File: src/rtl/lmfc_sync_pkg.sv
package lmfc_sync_pkg;
  // Register offsets
  localparam logic [11:0] OFS_SKIP_COUNT = 12'h036;
  localparam logic [11:0] OFS_JITTER_WIN = 12'h039;
  localparam logic [11:0] OFS_ONESHOT = 12'h03a;
  localparam logic [11:0] OFS_SYNC_EN = 12'h03b;
  localparam logic [11:0] OFS_MF_DELAY = 12'h304;
  localparam logic [11:0] OFS_BUF_DELAY = 12'h306;
  localparam logic [11:0] OFS_SUBCLASS = 12'h458;
  localparam logic [11:0] OFS_FRAME_OCTETS = 12'h454;
  localparam logic [11:0] OFS_STATUS = 12'h0f0;
  // Values and fields
  localparam logic [7:0] SYNC_EN_PLAIN = 8'hf1;
  localparam logic [7:0] SYNC_EN_SOFT = 8'hf3;
  localparam logic [7:0] ONESHOT_CLEAR = 8'h00;
  localparam logic [7:0] ONESHOT_ARM = 8'h02;
  localparam int ONESHOT_BIT = 1;
  localparam int DONE_BIT = 4;
  localparam int SUBCLASS_LSB = 5;
  localparam int JWIN_MSB = 5;
  localparam logic [2:0] SUBCLASS_0 = 3'h0;
  localparam logic [2:0] SUBCLASS_1 = 3'h1;
  localparam logic [7:0] FRAMES_PER_MF = 8'h20;
  localparam logic [7:0] PCLK_OCTETS = 8'h04;
  localparam logic [7:0] BUF_DELAY_MAX = 8'h0c;
  localparam logic [7:0] RAMP_CYCLES = 8'h10;
  localparam logic [7:0] RESET_ZERO = 8'h00;
  localparam logic [7:0] F_RESET = 8'h01;
  typedef enum logic [2:0] {
    ST_IDLE, ST_RAMP_DOWN, ST_WAIT_EDGE, ST_ROTATE, ST_RAMP_UP
  } sync_state_type;
endpackage : lmfc_sync_pkg

File: src/rtl/mf_cfg_if.sv
`timescale 1ns/100ps
interface mf_cfg_if;
  logic [7:0] pclks_per_mf;
  logic [7:0] mf_delay;
  logic align;
  logic local_mf_clk;
  modport ctrl (output pclks_per_mf, output mf_delay, output align,
    input local_mf_clk);
  modport counter (input pclks_per_mf, input mf_delay, input align,
    output local_mf_clk);
endinterface : mf_cfg_if

File: src/rtl/local_mf_counter.sv
`timescale 1ns/100ps
module local_mf_counter
  import lmfc_sync_pkg::*;
(
  // Clock and reset
  input wire logic core_clk,
  input wire logic reset,
  // Config
  mf_cfg_if.counter cfg
);
  logic [7:0] phase_r;
  logic [7:0] phase_nxt;
  logic [7:0] tap;

  // Reference phase, wraps on the multiframe period
  always_comb
  begin
    phase_nxt = phase_r + 8'h01;
    if (cfg.align || phase_nxt >= cfg.pclks_per_mf)
      phase_nxt = RESET_ZERO;
  end

  always_ff @(posedge core_clk or posedge reset)
  begin
    if (reset)
      phase_r <= RESET_ZERO;
    else
      phase_r <= phase_nxt;
  end

  // Delayed local edge sits mf_delay cycles after reference zero
  assign tap = cfg.mf_delay;

  always_ff @(posedge core_clk or posedge reset)
  begin
    if (reset)
      cfg.local_mf_clk <= 1'b0;
    else
      // Never two in a row, even when an alignment lands just after a wrap
      cfg.local_mf_clk <= (phase_nxt == tap) && !cfg.local_mf_clk;
  end
endmodule : local_mf_counter

File: src/rtl/lmfc_sync.sv
// The address-and-strobe port was decided locally.
`timescale 1ns/100ps
module lmfc_sync
  import lmfc_sync_pkg::*;
#(
  parameter int LINKS = 2,
  parameter int DATA_W = 16
)
(
  // Clock and reset
  input wire logic core_clk,
  input wire logic reset,
  // Register port
  input wire logic [11:0] reg_addr,
  input wire logic [7:0] reg_wdata,
  input wire logic reg_wr,
  input wire logic reg_rd,
  output logic [7:0] reg_rdata,
  // Alignment reference
  input wire logic sysref,
  // Sample stream, two channels
  input wire logic [DATA_W-1:0] ch0_in,
  input wire logic [DATA_W-1:0] ch1_in,
  input wire logic data_in_valid,
  output logic [DATA_W-1:0] ch0_out,
  output logic [DATA_W-1:0] ch1_out,
  output logic data_out_valid,
  // Link status
  output logic [LINKS-1:0] link_sync_request_out,
  output logic local_rx_multiframe_clock,
  output logic sysref_jitter_irq
);
  localparam int DEPTH = 16;

  logic [7:0] skip_r;
  logic [7:0] jwin_r;
  logic [7:0] sync_en_r;
  logic [7:0] mf_delay_r;
  logic [7:0] buf_delay_r;
  logic [7:0] subclass_r;
  logic [7:0] f_octets_r;
  logic armed_r;
  logic done_r;
  logic sysref_q_r;
  logic [7:0] edge_cnt_r;
  logic [7:0] ramp_cnt_r;
  logic [7:0] jit_cnt_r;
  logic [7:0] pclks_per_mf;
  logic sysref_rise;
  logic align_pulse;
  logic aligned_r;
  sync_state_type state_r;
  logic [DEPTH*DATA_W*2-1:0] pipe_r;
  logic [DEPTH-1:0] vpipe_r;
  mf_cfg_if cfg();

  // Write strobe decode, used for each register
  function automatic logic hit(input logic [11:0] a, input logic [11:0] o);
    hit = (a == o);
  endfunction : hit

  // Clamp a buffer delay to the supported range
  function automatic logic [7:0] clamp_delay(input logic [7:0] d);
    clamp_delay = (d > BUF_DELAY_MAX) ? BUF_DELAY_MAX : d;
  endfunction : clamp_delay

  // K is fixed; cycles per multiframe = K*F/4
  assign pclks_per_mf = 8'((16'(FRAMES_PER_MF) * 16'(f_octets_r))
    / 16'(PCLK_OCTETS));

  // Configuration registers
  always_ff @(posedge core_clk or posedge reset)
  begin
    if (reset)
    begin
      skip_r <= RESET_ZERO;
      jwin_r <= RESET_ZERO;
      sync_en_r <= RESET_ZERO;
      mf_delay_r <= RESET_ZERO;
      buf_delay_r <= RESET_ZERO;
      subclass_r <= RESET_ZERO;
      f_octets_r <= F_RESET;
    end
    else if (reg_wr)
    begin
      if (hit(reg_addr, OFS_SKIP_COUNT))
        skip_r <= reg_wdata;
      if (hit(reg_addr, OFS_JITTER_WIN))
        jwin_r <= reg_wdata;
      if (hit(reg_addr, OFS_SYNC_EN))
        sync_en_r <= reg_wdata;
      if (hit(reg_addr, OFS_MF_DELAY))
        mf_delay_r <= reg_wdata;
      if (hit(reg_addr, OFS_BUF_DELAY))
        buf_delay_r <= reg_wdata;
      if (hit(reg_addr, OFS_SUBCLASS))
        subclass_r <= reg_wdata;
      if (hit(reg_addr, OFS_FRAME_OCTETS))
        f_octets_r <= reg_wdata + 8'h01;
    end
  end

  // One-shot arm bit; a clear write disarms, an arm write re-arms
  always_ff @(posedge core_clk or posedge reset)
  begin
    if (reset)
      armed_r <= 1'b0;
    else if (reg_wr && hit(reg_addr, OFS_ONESHOT))
      armed_r <= reg_wdata[ONESHOT_BIT];
  end

  logic sync_enabled;
  logic soft_mode;
  logic arm_write;
  logic sub1;
  logic sub_ok;
  assign sync_enabled = (sync_en_r == SYNC_EN_PLAIN) ||
    (sync_en_r == SYNC_EN_SOFT);
  assign soft_mode = (sync_en_r == SYNC_EN_SOFT);
  assign arm_write = reg_wr && hit(reg_addr, OFS_ONESHOT) &&
    (reg_wdata == ONESHOT_ARM) && sync_enabled && sub_ok;
  assign sub1 = (subclass_r[7:SUBCLASS_LSB] == SUBCLASS_1);
  assign sub_ok = sub1 || (subclass_r[7:SUBCLASS_LSB] == SUBCLASS_0);

  // SYSREF rising edge detect
  always_ff @(posedge core_clk or posedge reset)
  begin
    if (reset)
      sysref_q_r <= 1'b0;
    else
      sysref_q_r <= sysref;
  end
  assign sysref_rise = sysref && !sysref_q_r;

  // Alignment fires in subclass 1 on the edge after skipping, else at once
  assign align_pulse = (state_r == ST_WAIT_EDGE) &&
    (sub1 ? (sysref_rise && edge_cnt_r >= skip_r) : 1'b1);

  // Sync sequencer
  always_ff @(posedge core_clk or posedge reset)
  begin
    if (reset)
    begin
      state_r <= ST_IDLE;
      edge_cnt_r <= RESET_ZERO;
      ramp_cnt_r <= RESET_ZERO;
    end
    else if (arm_write && sub_ok)
    begin
      state_r <= soft_mode ? ST_RAMP_DOWN : ST_WAIT_EDGE;
      edge_cnt_r <= RESET_ZERO;
      ramp_cnt_r <= RESET_ZERO;
    end
    else
    begin
      case (state_r)
        ST_IDLE:
          ;
        ST_RAMP_DOWN:
        begin
          ramp_cnt_r <= ramp_cnt_r + 8'h01;
          if (ramp_cnt_r == RAMP_CYCLES - 8'h01)
            state_r <= ST_WAIT_EDGE;
        end
        ST_WAIT_EDGE:
        begin
          if (!armed_r)
            state_r <= ST_IDLE;
          else if (align_pulse)
            state_r <= ST_ROTATE;
          else if (sysref_rise && sub1)
            edge_cnt_r <= edge_cnt_r + 8'h01;
        end
        ST_ROTATE:
        begin
          ramp_cnt_r <= RESET_ZERO;
          state_r <= soft_mode ? ST_RAMP_UP : ST_IDLE;
        end
        ST_RAMP_UP:
        begin
          ramp_cnt_r <= ramp_cnt_r + 8'h01;
          if (ramp_cnt_r == RAMP_CYCLES - 8'h01)
            state_r <= ST_IDLE;
        end
        default:
          state_r <= ST_IDLE;
      endcase
    end
  end

  // Done flag: set on rotation, cleared by a new request; set wins
  always_ff @(posedge core_clk or posedge reset)
  begin
    if (reset)
      done_r <= 1'b0;
    else if (state_r == ST_ROTATE)
      done_r <= 1'b1;
    else if (arm_write)
      done_r <= 1'b0;
  end

  // Aligned once a sync has happened; enables jitter monitoring
  always_ff @(posedge core_clk or posedge reset)
  begin
    if (reset)
      aligned_r <= 1'b0;
    else if (arm_write)
      aligned_r <= 1'b0;
    else if (state_r == ST_ROTATE)
      aligned_r <= 1'b1;
  end

  // Shared local multiframe counter, one alignment for both channels
  assign cfg.pclks_per_mf = pclks_per_mf;
  assign cfg.mf_delay = mf_delay_r;
  assign cfg.align = align_pulse;

  local_mf_counter i_local_mf_counter (
    .core_clk(core_clk),
    .reset(reset),
    .cfg(cfg)
  );

  always_ff @(posedge core_clk or posedge reset)
  begin
    if (reset)
      local_rx_multiframe_clock <= 1'b0;
    else
      local_rx_multiframe_clock <= cfg.local_mf_clk;
  end

  // Distance since last local edge, for the jitter window check
  always_ff @(posedge core_clk or posedge reset)
  begin
    if (reset)
      jit_cnt_r <= RESET_ZERO;
    else if (cfg.local_mf_clk || align_pulse)
      jit_cnt_r <= RESET_ZERO;
    else
      jit_cnt_r <= jit_cnt_r + 8'h01;
  end

  // Window in DAC clocks; sampling is at a quarter rate so drop 2 lsbs
  logic [7:0] win_pclk;
  logic [7:0] dist_early;
  assign win_pclk = {4'h0, jwin_r[JWIN_MSB:2]};
  assign dist_early = pclks_per_mf - jit_cnt_r;

  // Sticky jitter flag, cleared by reading status; set wins
  always_ff @(posedge core_clk or posedge reset)
  begin
    if (reset)
      sysref_jitter_irq <= 1'b0;
    else if (aligned_r && sub1 && sysref_rise && state_r == ST_IDLE &&
      jit_cnt_r > win_pclk && dist_early > win_pclk)
      sysref_jitter_irq <= 1'b1;
    else if (reg_rd && hit(reg_addr, OFS_STATUS))
      sysref_jitter_irq <= 1'b0;
  end

  // Sync request outputs drop from the request until the rotation; they are back up during the ramp-up
  always_ff @(posedge core_clk or posedge reset)
  begin
    if (reset)
      link_sync_request_out <= '0;
    else if (arm_write || (state_r != ST_IDLE && state_r != ST_ROTATE
      && state_r != ST_RAMP_UP))
      link_sync_request_out <= '0;
    else if (done_r || state_r == ST_ROTATE)
      link_sync_request_out <= '1;
  end

  // Receive buffer delay line; taps chosen by the clamped setting
  always_ff @(posedge core_clk or posedge reset)
  begin
    if (reset)
    begin
      pipe_r <= '0;
      vpipe_r <= '0;
    end
    else
    begin
      pipe_r <= {pipe_r[(DEPTH-1)*DATA_W*2-1:0], ch1_in, ch0_in};
      vpipe_r <= {vpipe_r[DEPTH-2:0], data_in_valid};
    end
  end

  // Tap 0 is the same-cycle register, so delay d reads pipe entry d
  logic [7:0] buf_delay_clamped;
  logic [3:0] tap_sel;
  logic ramp_mute;
  assign buf_delay_clamped = clamp_delay(buf_delay_r);
  assign tap_sel = buf_delay_clamped[3:0];
  assign ramp_mute = soft_mode && state_r != ST_IDLE;

  always_ff @(posedge core_clk or posedge reset)
  begin
    if (reset)
    begin
      ch0_out <= '0;
      ch1_out <= '0;
      data_out_valid <= 1'b0;
    end
    else
    begin
      ch0_out <= ramp_mute ? '0 :
        pipe_r[tap_sel*DATA_W*2 +: DATA_W];
      ch1_out <= ramp_mute ? '0 :
        pipe_r[tap_sel*DATA_W*2 + DATA_W +: DATA_W];
      data_out_valid <= vpipe_r[tap_sel] && done_r;
    end
  end

  // Read port, data one cycle after the strobe
  always_ff @(posedge core_clk or posedge reset)
  begin
    if (reset)
      reg_rdata <= RESET_ZERO;
    else if (reg_rd)
    begin
      case (reg_addr)
        OFS_SKIP_COUNT: reg_rdata <= skip_r;
        OFS_JITTER_WIN: reg_rdata <= jwin_r;
        OFS_ONESHOT: reg_rdata <= {3'h0, done_r, 2'h0, armed_r, 1'b0};
        OFS_SYNC_EN: reg_rdata <= sync_en_r;
        OFS_MF_DELAY: reg_rdata <= mf_delay_r;
        OFS_BUF_DELAY: reg_rdata <= buf_delay_r;
        OFS_SUBCLASS: reg_rdata <= subclass_r;
        OFS_FRAME_OCTETS: reg_rdata <= f_octets_r - 8'h01;
        OFS_STATUS: reg_rdata <= {7'h00, sysref_jitter_irq};
        default: reg_rdata <= RESET_ZERO;
      endcase
    end
    else
      reg_rdata <= RESET_ZERO;
  end
endmodule : lmfc_sync

File: config.mk
export PLATFORM = sky130hd
export DESIGN_NAME = lmfc_sync
export DESIGN_NICKNAME = d
export VERILOG_FILES = /design/src/rtl/lmfc_sync_pkg.sv /design/src/rtl/mf_cfg_if.sv /design/src/rtl/local_mf_counter.sv /design/src/rtl/lmfc_sync.sv
export SDC_FILE = /design/constraint.sdc
export NUM_CORES = 1
export LEC_CHECK = 0
export BUFFER_PORTS_ARGS = -buffer_cell sky130_fd_sc_hd__buf_2
export CORE_ASPECT_RATIO = 0.7
export CORE_MARGIN = 2
export CORE_UTILIZATION = 55
export CTS_CLUSTER_DIAMETER = 80
export DETAILED_ROUTE_END_ITERATION = 12
export PLACE_DENSITY_LB_ADDON = 0.15
export SYNTH_ARGS = -nofsm -noshare
export SYNTH_HDL_FRONTEND = slang
export SYNTH_SLANG_ARGS = --single-unit
File: constraint.sdc
create_clock -name core_clk -period 27 [get_ports core_clk]
set_input_delay 1.35 -clock core_clk [delete_from_list [all_inputs] [get_ports core_clk]]
set_output_delay 1.35 -clock core_clk [all_outputs]
set_load 0.005 [all_outputs]
=== Word level (Yosys, flattened, before mapping) ===
Index checks and enable logic that the tools add are counted.

* Register bits after elaboration: 669
* Output and inout bits: 45
* Logic and storage cells: 149

* $add $sub $neg: 8
* Magnitude comparators: 6
* Equality and inequality tests: 26
* Shifts and indexed selects: 2
* Muxes and demuxes: 33
* Reduce and logical (&&, ||, !) cells: 48

{| class="wikitable"
|+ Operator list
! kind !! count
|-
| 512-bit by 10-bit indexed part select with 16-bit output || 1
|-
| 512-bit by 11-bit indexed part select with 16-bit output || 1
|-
| 8-bit 2-to-1 mux || 9
|-
| 8-bit case mux with 9 select lines || 1
|-
| 12-bit by 6-bit equality test with 1-bit output (second input constant) || 4
|-
| 8-bit by 1-bit adder with 8-bit output (second input constant) || 5
|-
| 16-bit 2-to-1 mux || 2
|-
| 12-bit by 10-bit equality test with 1-bit output (second input constant) || 2
|-
| 12-bit by 11-bit equality test with 1-bit output (second input constant) || 2
|-
| 1-bit logical AND || 20
|-
| 3-bit 2-to-1 mux || 6
|-
| 8-bit equality test (second input constant) || 2
|-
| 8-bit greater-or-equal comparator || 2
|-
| 8-bit by 4-bit > comparator with 1-bit output || 2
|-
| 8-bit case mux with 2 select lines || 1
|-
| 3-bit case mux with 5 select lines || 1
|-
| 2-bit AND reduction || 7
|-
| 12-bit by 8-bit equality test with 1-bit output (second input constant) || 1
|-
| 2-bit nonzero test || 6
|-
| 9-bit by 5-bit adder with 10-bit output (second input constant) || 1
|-
| 3-bit inequality test (second input constant) || 3
|-
| 8-bit by 2-bit equality test with 1-bit output (second input constant) || 1
|-
| 8-bit by 4-bit equality test with 1-bit output (second input constant) || 1
|-
| 8-bit equality test || 1
|-
| other kinds (21) || 41
|}

=== Longest topological paths before layout ===
* Word-level depth: 9
* Depth in mapped cells: 14
* Mapped depth without buffers: 13

=== Cells and area by module ===
From an unflattened synthesis, not the netlist that was laid out.

* Cells, all modules: 1813
* Area total of the unflattened synthesis: 23505.0 um^2

{| class="wikitable"
|+ Modules (own cells, without submodules)
! module !! times used !! cells each !! area each (um^2)
|-
| lmfc_sync || 1 || 1719 || 22597.9
|-
| local_mf_counter || 1 || 94 || 907.1
|}

=== Least setup slack after synthesis ===
Ideal clock, no wire load.

* Kind: input port to flip-flop
* Start: in reg_addr[4]
* End: reg reg_rdata[1]
* Library setup time: 144 ps
* Data arrival time: 2861 ps
* Data required time: 26856 ps
* Path slack: 23995 ps
* Stages: 6
* Cells stage by stage: nor3b_2 -> nand4_1 -> nor3_1 -> or4_1 -> o41ai_4 -> a31oi_1

* Word-level cells in the longest chain between the ends: 3
* Elaborated cells on any way between the ends: 11
* Classes of those cells: eq/ne (9); mux (2)

{| class="wikitable"
|+ Ends and longest elaborated chain
! what !! RTL line !! RTL
|-
| start: declaration || lmfc_sync.sv:14 || <nowiki>input wire logic [11:0] reg_addr,</nowiki>
|-
| 12-bit by 8-bit equality test with 1-bit output, or another cell as far along || lmfc_sync.sv:321 || <nowiki>case (reg_addr)</nowiki>
|-
| 8-bit case mux with 9 select lines * || lmfc_sync.sv:321 ||
|-
| 8-bit 2-to-1 mux * || lmfc_sync.sv:319 || <nowiki>else if (reg_rd)</nowiki>
|-
| end signal: assignment || lmfc_sync.sv:322 || <nowiki>OFS_SKIP_COUNT: reg_rdata <= skip_r;</nowiki>
|-
| end signal: assignment || lmfc_sync.sv:323 || <nowiki>OFS_JITTER_WIN: reg_rdata <= jwin_r;</nowiki>
|-
| end signal: assignment || lmfc_sync.sv:324 || <nowiki>OFS_ONESHOT: reg_rdata <= {3'h0, done_r, 2'h0, armed_r, 1'b0};</nowiki>
|-
| end: declaration || lmfc_sync.sv:18 || <nowiki>output logic [7:0] reg_rdata,</nowiki>
|}

Every way passes the cells marked *; elsewhere a longest branch is shown, timed or not.
A chain may end at the register's enable or synchronous reset.

=== Worst setup path in the final report ===
* Start: reg buf_delay_r[2]
* End: reg ch0_out[6]

* Word-level cells in the longest chain between the ends: 4

{| class="wikitable"
|+ Ends and longest elaborated chain
! what !! RTL line !! RTL
|-
| start: declaration || lmfc_sync.sv:39 || <nowiki>logic [7:0] buf_delay_r;</nowiki>
|-
| start signal: assignment || lmfc_sync.sv:95 || <nowiki>buf_delay_r <= reg_wdata;</nowiki>
|-
| 8-bit by 4-bit > comparator with 1-bit output || lmfc_sync.sv:64 || <nowiki>clamp_delay = (d > BUF_DELAY_MAX) ? BUF_DELAY_MAX : d;</nowiki>
|-
| 4-bit 2-to-1 mux * || lmfc_sync.sv:64 ||
|-
| 512-bit by 10-bit indexed part select with 16-bit output * || lmfc_sync.sv:307 || <nowiki>pipe_r[tap_sel*DATA_W*2 +: DATA_W];</nowiki>
|-
| 16-bit 2-to-1 mux * || lmfc_sync.sv:306 || <nowiki>ch0_out <= ramp_mute ? '0 :</nowiki>
|-
| end signal: assignment || lmfc_sync.sv:306 ||
|-
| end: declaration || lmfc_sync.sv:25 || <nowiki>output logic [DATA_W-1:0] ch0_out,</nowiki>
|}

Marked as above.

==> out/qor.yml <==
status: "completed"
skew_ns: 0.0305
synth_top_area_share_pct: 65.1
clock_sink_count: 667
die-area_mm2: 0.0483
power.leakage_nw: 12.7
synth_top_area_cell: "dfrtp_1"
cts_tree: "built"
clock_latency_ns: 0.63
startpoint: "buf_delay_r[2]"
cp_data_required_time_ns: 27.46
cts_inserted_buffers: 60
synth_area_leaders: "dfrtp_1, mux2i_1, mux2_2, a211oi_1, o311ai_0"
area.sequential_mm2: 0.0167
core_mm2: 0.0462
syn-cell-area_mm2: 0.0256
post_drt_via_cell_ratio: 5.89
worstSetupEndpointType: "register"
cts_buffer_depth: 3
yosysMostFrequentCell: "dfrtp_1"
post_cts_resized: 0
h-tree-depth: 2
ant_nets: 0
post_route_cells_drive_above_1_share_pct: 17.9
grt_overflow: 0
min_path_type: "reg2reg"
grt_pass1_wl_um: 89400
max_slew_margin_pct: 15.2
die_w_um: 262
setup_violations: 0
design.portCount: 103
postSynthCellCount: 1921
fin_crit_sh_pct: 15.8
dp.cells: 2534
std_cell_rows: 66
hold_viol: 0
ir_drop_uv: 58.2
synth_ff_type: "dfrtp_1"
synth_nets: 2011
area_growth_pct: 12.2
hold_start: "pipe_r[200]"
max_cap_violations: 0
cts_setup_buffers: 0
critPathLaunchType: "register"
multi_input_area_mm2: 0.00826
fin_hold_ws_ns: 0.360
synth.distinct_cells: 74
crit_fanout: 67
routedWlPerCell_um: 20.8
rr_startpoint: "buf_delay_r[2]"
synth_edf_count: 0
grt_pass1_vias: 15984
first_pass_iters: 5
tns_ns: 0
final_cells: 2647
gp_congestion: 0.876
rsz0062_at_grt: "false"
worstPathArrival_ns: 4.73
die-height_um: 184
track_usage_pct: 23.6
initial_core_util_pct: 55.4
yosys_register_bits: 667
hold_buffers: 0
post-route-util_pct: 62.2
synth-async-reset-ratio_pct: 100
yosys_warnings: 0
min_period_ns: 4.27
root_buffer: "clkbuf_16"
vias: 15590
tightest_slew_ns: 1.24
diodes: 0
grt_max_degree: 180
clkTransAtPathRegs_ns: 0.06
grt_antenna_before_repair: 1
fillers: 3534
io_buffers: 102
path_class: "reg2reg"
maxSlewViolCount: 0
dp_hpwl_um: 31000
avgSynthCellArea_um2: 13.3
yosysSeqAreaShare_pct: 65.2
nets: 2074
drtIter0Drc: 1210
power.density_mw_per_mm2: 73.2
max_freq_mhz: 234
ys_top_cells_by_count: "dfrtp_1, mux2i_1, nand2_1"
postRouteWirelength_um: 55000
drc_errors: 0
-- layout make-up --
cell class	instances	share of cell area [%]
Clock inverter	32	1.68
Inverter	35	0.484
Sequential cell	667	58.2
Tap cell	612	2.67
Clock buffer	81	5.93
Timing Repair Buffer	120	2.29
Multi-Input combinational cell	1100	28.8
-- logic make-up (layout without fill, tap and decap cells) --
group | count (synthesis) | after routing | share of synthesized area (%)
compound gates | 315 | 315 | 9.24
buf+inv | 154 | 268 | 2.66
fa+ha+maj | 32 | 32 | 1.56
simple gates | 427 | 427 | 8.01
flops | 667 | 667 | 65.2
mux | 288 | 288 | 12.0
xor+xnor | 38 | 38 | 1.30
-- state kept, by name, summed over array words and instances, names as in the netlist, 3 cells and up --
register / flops
ramp_cnt_r: 8
reg_rdata: 8
i_local_mf_counter.phase_r: 8
vpipe_r: 16
sync_en_r: 8
f_octets_r: 8
state_r: 3
ch1_out: 16
pipe_r: 511
cfg.mf_delay: 8
jwin_r: 8
skip_r: 8
buf_delay_r: 8
edge_cnt_r: 8
ch0_out: 16
subclass_r: 8
jit_cnt_r: 8
-- path summary, 6_finish.rpt --
kind | end | slack, ns | depth (start not counted)
min in group asynchronous | ch1_out[8] | 0.87 | 2
max in group asynchronous | pipe_r[260] | 22.95 | 5
worst max-delay path | ch0_out[6] | 22.73 | 9
worst min register to register | pipe_r[232] | 0.36 | 0
worst max register to register | ch0_out[6] | 22.73 | 9
worst min-delay path | pipe_r[232] | 0.36 | 0
-- routing by layer --
layer	vias up	track usage (%)	wire length, um
met4	0	5.68	890
met1	8094	36.5	26700
met5	-	0	0
met3	80	3.55	2380
met2	355	35.4	25000
li1	7061	-	-
-- cell usage in the layout, fill, tap and decap left out, types with 10 or more instances in the layout --
cell and count:
dfrtp_1 664, mux2i_1 140, nand2_1 122, mux2_2 106, nor2_1 102, buf_2 102
a211oi_1 99, nor3_1 87, o311ai_0 64, clkbuf_16 61, a21oi_1 59, mux2_1 42
inv_1 34, and3_1 34, ha_1 32, nand3_1 25, xnor2_1 22, buf_4 17
xor2_1 16, a221oi_1 16, clkinv_2 15, o21ai_0 12, o21ai_1 11, bufinv_16 11
clkbuf_8 10, clkbuf_1 10
-- critical path, cell delays in order (launching register included) --
cell and delay [ns]:
dfrtp_4 0.84, nand2_1 0.29, o211ai_4 0.23, buf_4 0.85, buf_4 0.93, mux2_1 0.39, nor2_1 0.12, a211oi_1 0.08
nor3_1 0.23, nor3_1 0.08
-- stage by stage --
stage                     power [mW]  instance area [um^2]  setup WS, ns
after floorplan                 1.16                 25600          6.96
after global placement          1.19                 26500         22.22
after detailed placement        1.20                 26500         22.14
after CTS                       2.12                 28700         22.69
after global routing            2.18                 28700         22.35
final                           2.10                 28700         22.73
-- power by group --
part	internal, mW	total [mW]	switching, mW
combinational	0.0407	0.104	0.0631
clock	0.549	0.922	0.374
sequential	1.05	1.07	0.0277
total	1.64	2.10	0.465
No activity file was read; power rests on OpenSTA's default activity.
